`src/rtl/prfs_regs.vh`:
```
// constants for the position report field serializer
`ifndef PRFS_REGS_VH
`define PRFS_REGS_VH
`define PRFS_END_MARK     8'h7F
`define PRFS_START_MARK   8'h7E
`define PRFS_ESC_MARK     8'h7D
`define PRFS_ESC_XOR      8'h20
`define PRFS_OVF_CODE     8'hFF
`define PRFS_LOCK_GOOD    8'h02
`define PRFS_MS_MAX       10'h3E7
`define PRFS_CLK_MHZ      250
`define PRFS_MS_NS        1000000
`define PRFS_CLK_NS       4
`define PRFS_MS_CYC       18'h3D090
`define PRFS_ERR_SLOTS    5
`define PRFS_F_TIME       0
`define PRFS_F_COORD      1
`define PRFS_F_SPEED      2
`define PRFS_F_HEAD       3
`define PRFS_F_CUNC       4
`define PRFS_F_SUNC       5
`define PRFS_F_HUNC       6
`define PRFS_F_APP        7
`define PRFS_F_FAULT      8
`define PRFS_F_END        9
`endif

```
`src/rtl/prfs_serializer.v`:
```
// position report field serializer: payload fields, stuffing, end marker
`timescale 1ns/1ns
// How it works
// - close every packet with end byte 7F
// - timestamp: 4-byte seconds, 2-byte millis
// - time base restarts at zero on reset
// - timestamp latched at measurement, not transmission
// - position: x, y signed, lock byte
// - lock 0/1 unreliable, 2 reliable
// - reliable only unless setting cleared
// - position field on unless enable cleared
// - velocity: x, y signed 4-byte each
// - heading: 2-byte angle, 0 to 359
// - position uncertainty: two unsigned 4-byte
// - velocity uncertainty: two unsigned 4-byte
// - heading uncertainty: one 2-byte value
// - user data: 8-byte opaque value
// - fault list: five slots code plus value
// - active faults reported in every packet
// - more than five faults: slot five FF
// - optional fields sent only when enabled
// - multi-byte integers sent high byte first
// - fields in fixed order
// - escape reserved bytes with 7D, xor 20
`include "prfs_regs.vh"
module prfs_serializer (
	input  wire        clk,
	input  wire        srst,
	input  wire        meas_valid,          // one-cycle pulse: new measurement
	input  wire [31:0] coord_x,
	input  wire [31:0] coord_y,
	input  wire [7:0]  fix_quality,
	input  wire [31:0] x_speed,
	input  wire [31:0] y_speed,
	input  wire [15:0] heading,
	input  wire [31:0] coord_uncert_x,
	input  wire [31:0] coord_uncert_y,
	input  wire [31:0] x_speed_uncertainty,
	input  wire [31:0] y_speed_uncertainty,
	input  wire [15:0] heading_uncertainty,
	input  wire [63:0] app_payload,
	input  wire [39:0] fault_codes,         // five codes, slot 1 in low byte
	input  wire [79:0] fault_values,        // five values, slot 1 low
	input  wire [4:0]  fault_active,        // per-slot active flags
	input  wire        fault_overflow,      // more than five faults active
	input  wire        time_field_enable,
	input  wire        coord_field_enable,
	input  wire        speed_field_enable,
	input  wire        heading_field_enable,
	input  wire        coord_uncert_enable,
	input  wire        speed_uncert_enable,
	input  wire        heading_uncert_enable,
	input  wire        app_payload_enable,
	input  wire        fault_list_enable,
	input  wire        reliable_only_setting,
	input  wire        stuffing_enable,
	input  wire        byte_ready,
	output reg         byte_valid,
	output reg  [7:0]  byte_data,
	output reg         byte_last,
	output reg         busy,
	output reg  [31:0] epoch_seconds,
	output reg  [9:0]  epoch_millis
);

	// ****************************************************************
	// time base
	// ****************************************************************
	// cycles per millisecond, sized to the counter so nothing is cut
	localparam [17:0] MS_CYC = `PRFS_MS_CYC;
	reg  [17:0] tick_cnt_r;                 // cycles within a millisecond

	// counts from zero after every reset: no battery clock here
	always @(posedge clk)
	begin
		if (srst)
		begin
			tick_cnt_r    <= 18'h00000;
			epoch_millis  <= 10'h000;
			epoch_seconds <= 32'h00000000;
		end
		else if (tick_cnt_r == MS_CYC - 18'h00001)
		begin
			tick_cnt_r <= 18'h00000;
			if (epoch_millis == `PRFS_MS_MAX)
			begin
				epoch_millis  <= 10'h000;
				epoch_seconds <= epoch_seconds + 32'h00000001;
			end
			else
				epoch_millis <= epoch_millis + 10'h001;
		end
		else
			tick_cnt_r <= tick_cnt_r + 18'h00001;
	end

	// ****************************************************************
	// snapshot of one measurement
	// ****************************************************************
	reg [527:0] snap_r;                     // all 66 field bytes, packed
	reg [9:0]   en_r;                       // field enables, end forced on

	// field start byte offsets inside snap_r (msb of each field)
	function [8:0] fld_len;                 // field length in bytes
		input [3:0] f;
		begin
			case (f)
			4'd0:    fld_len = 9'd6;
			4'd1:    fld_len = 9'd9;
			4'd2:    fld_len = 9'd8;
			4'd3:    fld_len = 9'd2;
			4'd4:    fld_len = 9'd8;
			4'd5:    fld_len = 9'd8;
			4'd6:    fld_len = 9'd2;
			4'd7:    fld_len = 9'd8;
			4'd8:    fld_len = 9'd15;
			default: fld_len = 9'd1;
			endcase
		end
	endfunction

	// fault slot i: code or zero, overflow code into slot five
	function [23:0] slot;
		input [2:0] i;
		reg   [7:0] c;
		reg  [15:0] v;
		begin
			c = fault_codes[i*8 +: 8];
			v = fault_values[i*16 +: 16];
			if (!fault_active[i])
				slot = 24'h000000;
			else
				slot = {c, v};
			if (i == 3'd4 && fault_overflow)
				slot = {`PRFS_OVF_CODE, slot[15:0]};
		end
	endfunction

	wire lock_ok = (fix_quality == `PRFS_LOCK_GOOD);
	// a new packet is started only if the lock gate allows it
	wire take = meas_valid && !busy &&
		(lock_ok || !reliable_only_setting);

	// ****************************************************************
	// packet state machine
	// ****************************************************************
	localparam [2:0] S_IDLE = 3'b001;
	localparam [2:0] S_DATA = 3'b010;
	localparam [2:0] S_ESC  = 3'b100;
	reg  [2:0]  state_r;
	reg  [3:0]  fld_r;                      // current field index
	reg  [8:0]  idx_r;                      // byte within field
	reg  [8:0]  base_r;                     // byte offset of field in snap
	reg  [7:0]  raw;                        // unstuffed current byte
	reg  [8:0]  pos;                        // absolute byte index
	reg  [3:0]  nf;                         // next enabled field
	integer     k;

	always @*
	begin
		pos = base_r + idx_r;
		raw = snap_r[527 - pos*8 -: 8];
		if (fld_r == `PRFS_F_END)
			raw = `PRFS_END_MARK;
		nf = `PRFS_F_END;
		for (k = 8; k >= 0; k = k - 1)
			if (k > fld_r && en_r[k])
				nf = k[3:0];
	end

	wire is_rsv  = (raw == `PRFS_END_MARK) || (raw == `PRFS_START_MARK) ||
		(raw == `PRFS_ESC_MARK);
	wire need_es = stuffing_enable && is_rsv && fld_r != `PRFS_F_END;
	wire fld_end = (idx_r == fld_len(fld_r) - 9'd1);
	wire step    = !byte_valid || byte_ready;

	// first enabled field index at packet start
	function [3:0] first_fld;
		input [9:0] e;
		integer j;
		begin
			first_fld = `PRFS_F_END;
			for (j = 8; j >= 0; j = j - 1)
				if (e[j])
					first_fld = j[3:0];
		end
	endfunction

	function [8:0] base_of;
		input [3:0] f;
		integer j;
		begin
			base_of = 9'd0;
			for (j = 0; j < 9; j = j + 1)
				if (j < f)
					base_of = base_of + fld_len(j[3:0]);
		end
	endfunction

	wire [9:0] en_now = {1'b1, fault_list_enable, app_payload_enable,
		heading_uncert_enable, speed_uncert_enable, coord_uncert_enable,
		heading_field_enable, speed_field_enable, coord_field_enable,
		time_field_enable};

	// drives one byte per accepted handshake, escapes reserved bytes
	always @(posedge clk)
	begin
		if (srst)
		begin
			state_r    <= S_IDLE;
			fld_r      <= 4'h0;
			idx_r      <= 9'h000;
			base_r     <= 9'h000;
			snap_r     <= {528{1'b0}};
			en_r       <= 10'h000;
			byte_valid <= 1'b0;
			byte_data  <= 8'h00;
			byte_last  <= 1'b0;
			busy       <= 1'b0;
		end
		else
		begin
			if (byte_valid && byte_ready)
				byte_valid <= 1'b0;
			case (state_r)
			S_IDLE:
			begin
				if (take)
				begin
					// captured at measurement time, not at send
					snap_r <= {epoch_seconds, 6'h00, epoch_millis,
						coord_x, coord_y, fix_quality,
						x_speed, y_speed, heading,
						coord_uncert_x, coord_uncert_y,
						x_speed_uncertainty, y_speed_uncertainty,
						heading_uncertainty, app_payload,
						slot(3'd0), slot(3'd1), slot(3'd2),
						slot(3'd3), slot(3'd4)};
					en_r    <= en_now;
					fld_r   <= first_fld(en_now);
					base_r  <= base_of(first_fld(en_now));
					idx_r   <= 9'h000;
					busy    <= 1'b1;
					state_r <= S_DATA;
				end
			end
			S_DATA:
			begin
				if (step)
				begin
					byte_valid <= 1'b1;
					byte_last  <= 1'b0;
					if (need_es)
					begin
						byte_data <= `PRFS_ESC_MARK;
						state_r   <= S_ESC;
					end
					else
					begin
						byte_data <= raw;
						if (fld_r == `PRFS_F_END)
						begin
							byte_last <= 1'b1;
							busy      <= 1'b0;
							state_r   <= S_IDLE;
						end
						else if (fld_end)
						begin
							fld_r  <= nf;
							base_r <= base_of(nf);
							idx_r  <= 9'h000;
						end
						else
							idx_r <= idx_r + 9'h001;
					end
				end
			end
			S_ESC:
			begin
				if (step)
				begin
					byte_valid <= 1'b1;
					byte_data  <= raw ^ `PRFS_ESC_XOR;
					state_r    <= S_DATA;
					if (fld_end)
					begin
						fld_r  <= nf;
						base_r <= base_of(nf);
						idx_r  <= 9'h000;
					end
					else
						idx_r <= idx_r + 9'h001;
				end
			end
			default:
				state_r <= S_IDLE;
			endcase
		end
	end

endmodule // prfs_serializer
```
`config.mk`:
```
export PLATFORM = sky130hd
export DESIGN_NAME = prfs_serializer
export DESIGN_NICKNAME = d
export VERILOG_FILES = /design/src/rtl/prfs_serializer.v
export VERILOG_INCLUDE_DIRS = /design/src /design/src/rtl
export SDC_FILE = /design/constraint.sdc
export NUM_CORES = 2
export LEC_CHECK = 0
export BUFFER_PORTS_ARGS = -buffer_cell sky130_fd_sc_hd__buf_2
export CAP_MARGIN = 25
export CORE_ASPECT_RATIO = 0.75
export CORE_UTILIZATION = 25
export CTS_CLUSTER_SIZE = 28
export DETAILED_ROUTE_END_ITERATION = 16
export PLACE_DENSITY = 0.43
export SLEW_MARGIN = 20
export SYNTH_ARGS = -nofsm -noshare
export SYNTH_HDL_FRONTEND = slang
export SYNTH_SLANG_ARGS = --single-unit
```
`constraint.sdc`:
```
create_clock -name clk -period 9.9 [get_ports clk]
set_input_delay 0.99 -clock clk [delete_from_list [all_inputs] [get_ports clk]]
set_output_delay 0.99 -clock clk [all_outputs]
set_load 0.02 [all_outputs]
```
==> flow_summary.ini <==
[die]
io_pins = 554
dieWidth_um = 394.3
num_rows = 107
coreArea_mm2 = 0.1141
die_area_mm2 = 0.1168
start_util_pct = 25.30
fp.dieH_um = 296.2

[yosys]
synth-async-reset-ratio_pct = 0
synth.largest_area_cell = dfxtp_1
ys_top_cells_by_area = dfxtp_1 (44%), nand2_1 (14%), mux4_2 (11%)
synth_seq_cells = 630
avgSynthCellArea_um2 = 8.384
ys_top_cells_by_count = nand2_1 (1,040), dfxtp_1 (630), a21oi_1 (584)
seq_area_frac_synth_pct = 43.70
yosysWarnings = 0
syn_area_mm2 = 0.02886
synth_cell_types = 79
yosysTopAreaCellShare_pct = 43.70
synth_nets = 3975
synth_edf_count = 0
yosysMostFrequentCell = nand2_1
ys.flop_type = dfxtp_1
synth_cells = 3442

[sta]
max_freq_ghz = 0.1437
max-slew-margin-rel_pct = 21.14
slew_viol_final = 0
rsz0062_at_grt = false
period_share_pct = 70.27
finalSetupTns_ns = 0
finClkSkew_ns = 0.02815
worst_slew_pin_slew_ns = 1.183
min_period_ns = 6.957
hold_violations = 0
setup_violations = 0

[grt]
grt_use_met1_pct = 26.47
grt_usage_pct = 19.80
busiest_layer = met2
grt-ovfl-total = 0
use_met3_pct = 3.011
antenna_found_initial = 10
first_global_vias = 25110
met2_usage_pct = 33.35
grt_pass1_wl_um = 171800
grt_start_max_net_pins = 238

[critical_path]
worstPathCellList = ha_4 > fa_4 > inv_2 > ha_4 > buf_4 > mux4_2 > mux4_2 > nand4_1 > a41oi_1 > o31a_1 > nand4_2 > and2_4 > nor2_1 > a211oi_1 > inv_1 > ha_1 > or4b_1 > o31ai_2
cp_max_fo = 35
cp_data_arrival_time_ns = 7.51
max_stage_delay_ns = 1.03
required_ns = 10.45
worstSetupStartpointType = flop
critPathSlowestCell = fa_4
critPathKind = reg2reg
crit_path_end_kind = flop

[routing]
drc_errors = 0
dr.pass1.iters = 5
vias = 26340
post_drt_via_cell_ratio = 4.864
initialDrtViolationCount = 2021
ant_nets = 0
route.final.wire_length_um = 119700
detail_route.wl_per_cell_um = 22.10

[clocking]
hold_buffers = 0
cts_max_level = 3
cts_resized = 0
clk_latency_ns = 0.65
cts_root_buf = clkbuf_16
clk_pin_slew_ns = 0.06
cts_buffers = 72
tritoncts = done
cts_setup_buffers = 0
clock-sinks = 630
cts_buffer_depth = 3

[place]
post_dp_cell_area_mm2 = 0.03278
place_hpwl_um = 89450
place_congestion = 0.8471
portBuffers = 553

[pwr]
power.density_mw_per_mm2 = 206.3
switching_share_pct = 31.29
total_power_uw = 7262
p_int_uw = 4990
sequentialPowerShare_pct = 38.7
power.switching_uw = 2273
p_comb_share_pct = 22.8
power_frac_clock_pct = 38.5
ir_drop_mv = 0.1194
p_leak_uw = 0.01274

[outcome]
status = finished, final reports clean

[finish]
area_delta_synth_final_pct = 22.01
finish.utilization_pct = 30.87
drive_above_1_share_pct = 22.17
fin_nets = 4366
fin_area_mm2 = 0.03521

[worst_hold_path]
hold_class = reg2reg

[flow_run]
cap_violations = 0
worst paths after layout:
path                                  from         end  slack [ns]  cells after the start
worst max-delay path              idx_r[0]        flop        2.94                     18
worst min-delay path            snap_r[50]  snap_r[50]        0.45                      2
worst max register to register    idx_r[0]        flop        2.94                     18
worst min register to register  snap_r[50]  snap_r[50]        0.45                      2
placed cells by master, fill, tap and decap left out, types with 6 or more instances in the layout:
cell       instances
buf_2            552
clkbuf_8          14
buf_12             6
or2_2              6
clkbuf_1          23
nor2b_1            6
nor4_1             8
nor3_1            36
clkinv_2           6
a31oi_1            7
o22ai_1            9
nand2b_1           8
xor2_1            44
inv_1             27
xnor2_1           35
a21oi_1          584
nand4_1           23
nand3_1          153
dfxtp_1          630
nor2_1           142
bufinv_16          6
o211ai_1           7
clkbuf_16         76
o21ai_0           49
and3_1            15
a211oi_1          15
a21o_1             6
or3_1             17
ha_1              29
nand2_1         1040
mux2i_1           44
mux4_2           145
buf_4             15
critical path: cells and delay by family (launching register included):
family                   cells  cell delay (ns)
AO/OA/AOI/OAI                4             0.92
adder cells (fa/ha/maj)      4             2.10
buffers and inverters        3             1.09
flip-flops                   1             0.40
multiplexers                 2             1.12
AND/OR/NAND/NOR              5             1.15
flip-flops by register name, indices dropped and copies added, names as in the netlist, 3 cells and up, named ones only:
| register | cells |
|---|---|
| state_r | 3 |
| tick_cnt_r | 18 |
| base_r | 9 |
| idx_r | 9 |
| fld_r | 4 |
| epoch_seconds | 32 |
| epoch_millis | 10 |
| snap_r | 522 |
| byte_data | 8 |
| en_r | 8 |
through the flow:
| step | hold slack [ns] | worst slack, ns | cells |
|---|---|---|---|
| 6_report | 0.4496 | 2.943 | 5415 |
| 5_1_grt | 0.4613 | 2.464 | 5414 |
| 4_1_cts | 0.4506 | 2.883 | 5414 |
| 3_5_place_dp | 0.4429 | 2.931 | 5285 |
| 3_3_place_gp | 0.4386 | 2.959 | 5284 |
| 2_1_floorplan | 0.4287 | 3.666 | 3442 |
per-layer routing:
| layer | part of all wire (%) | wire [um] |
|---|---|---|
| met5 | 0.035 | 42 |
| met4 | 2.0 | 2379 |
| met3 | 4.8 | 5696 |
| met2 | 48 | 57940 |
| met1 | 45 | 53600 |
final cells by class:
class	count	area (um2)
Fill cell	12390	78860
Multi-Input combinational cell	2525	15110
Sequential cell	630	12610
Timing Repair Buffer	575	3038
Clock buffer	113	2181
Tap cell	1526	1909
Clock inverter	16	250.2
Inverter	29	108.9
Antenna cell	1	2.502
power by group through the flow:
stage / clock, uW / sequential, uW / combinational (uW)
2_1_floorplan: 0 / 2810 / 1160
3_3_place_gp: 0 / 2870 / 1660
3_5_place_dp: 0 / 2860 / 1670
4_1_cts: 2870 / 2810 / 1680
5_1_grt: 2970 / 2820 / 1810
6_report: 2800 / 2810 / 1660
logic make-up (layout without fill, tap and decap cells):
group,count (synthesis),in the layout,share of synthesized area (%)
AND/OR/NAND/NOR,1487,1487,21.39
AO/OA/AOI/OAI,731,731,13.80
flip-flops,630,630,43.70
buffers and inverters,287,733,4.128
multiplexers,194,194,13.04
XOR/XNOR,81,81,2.523
adder cells (fa/ha/maj),32,32,1.413
other,0,1,0
Power figures use the tool's default switching activity.
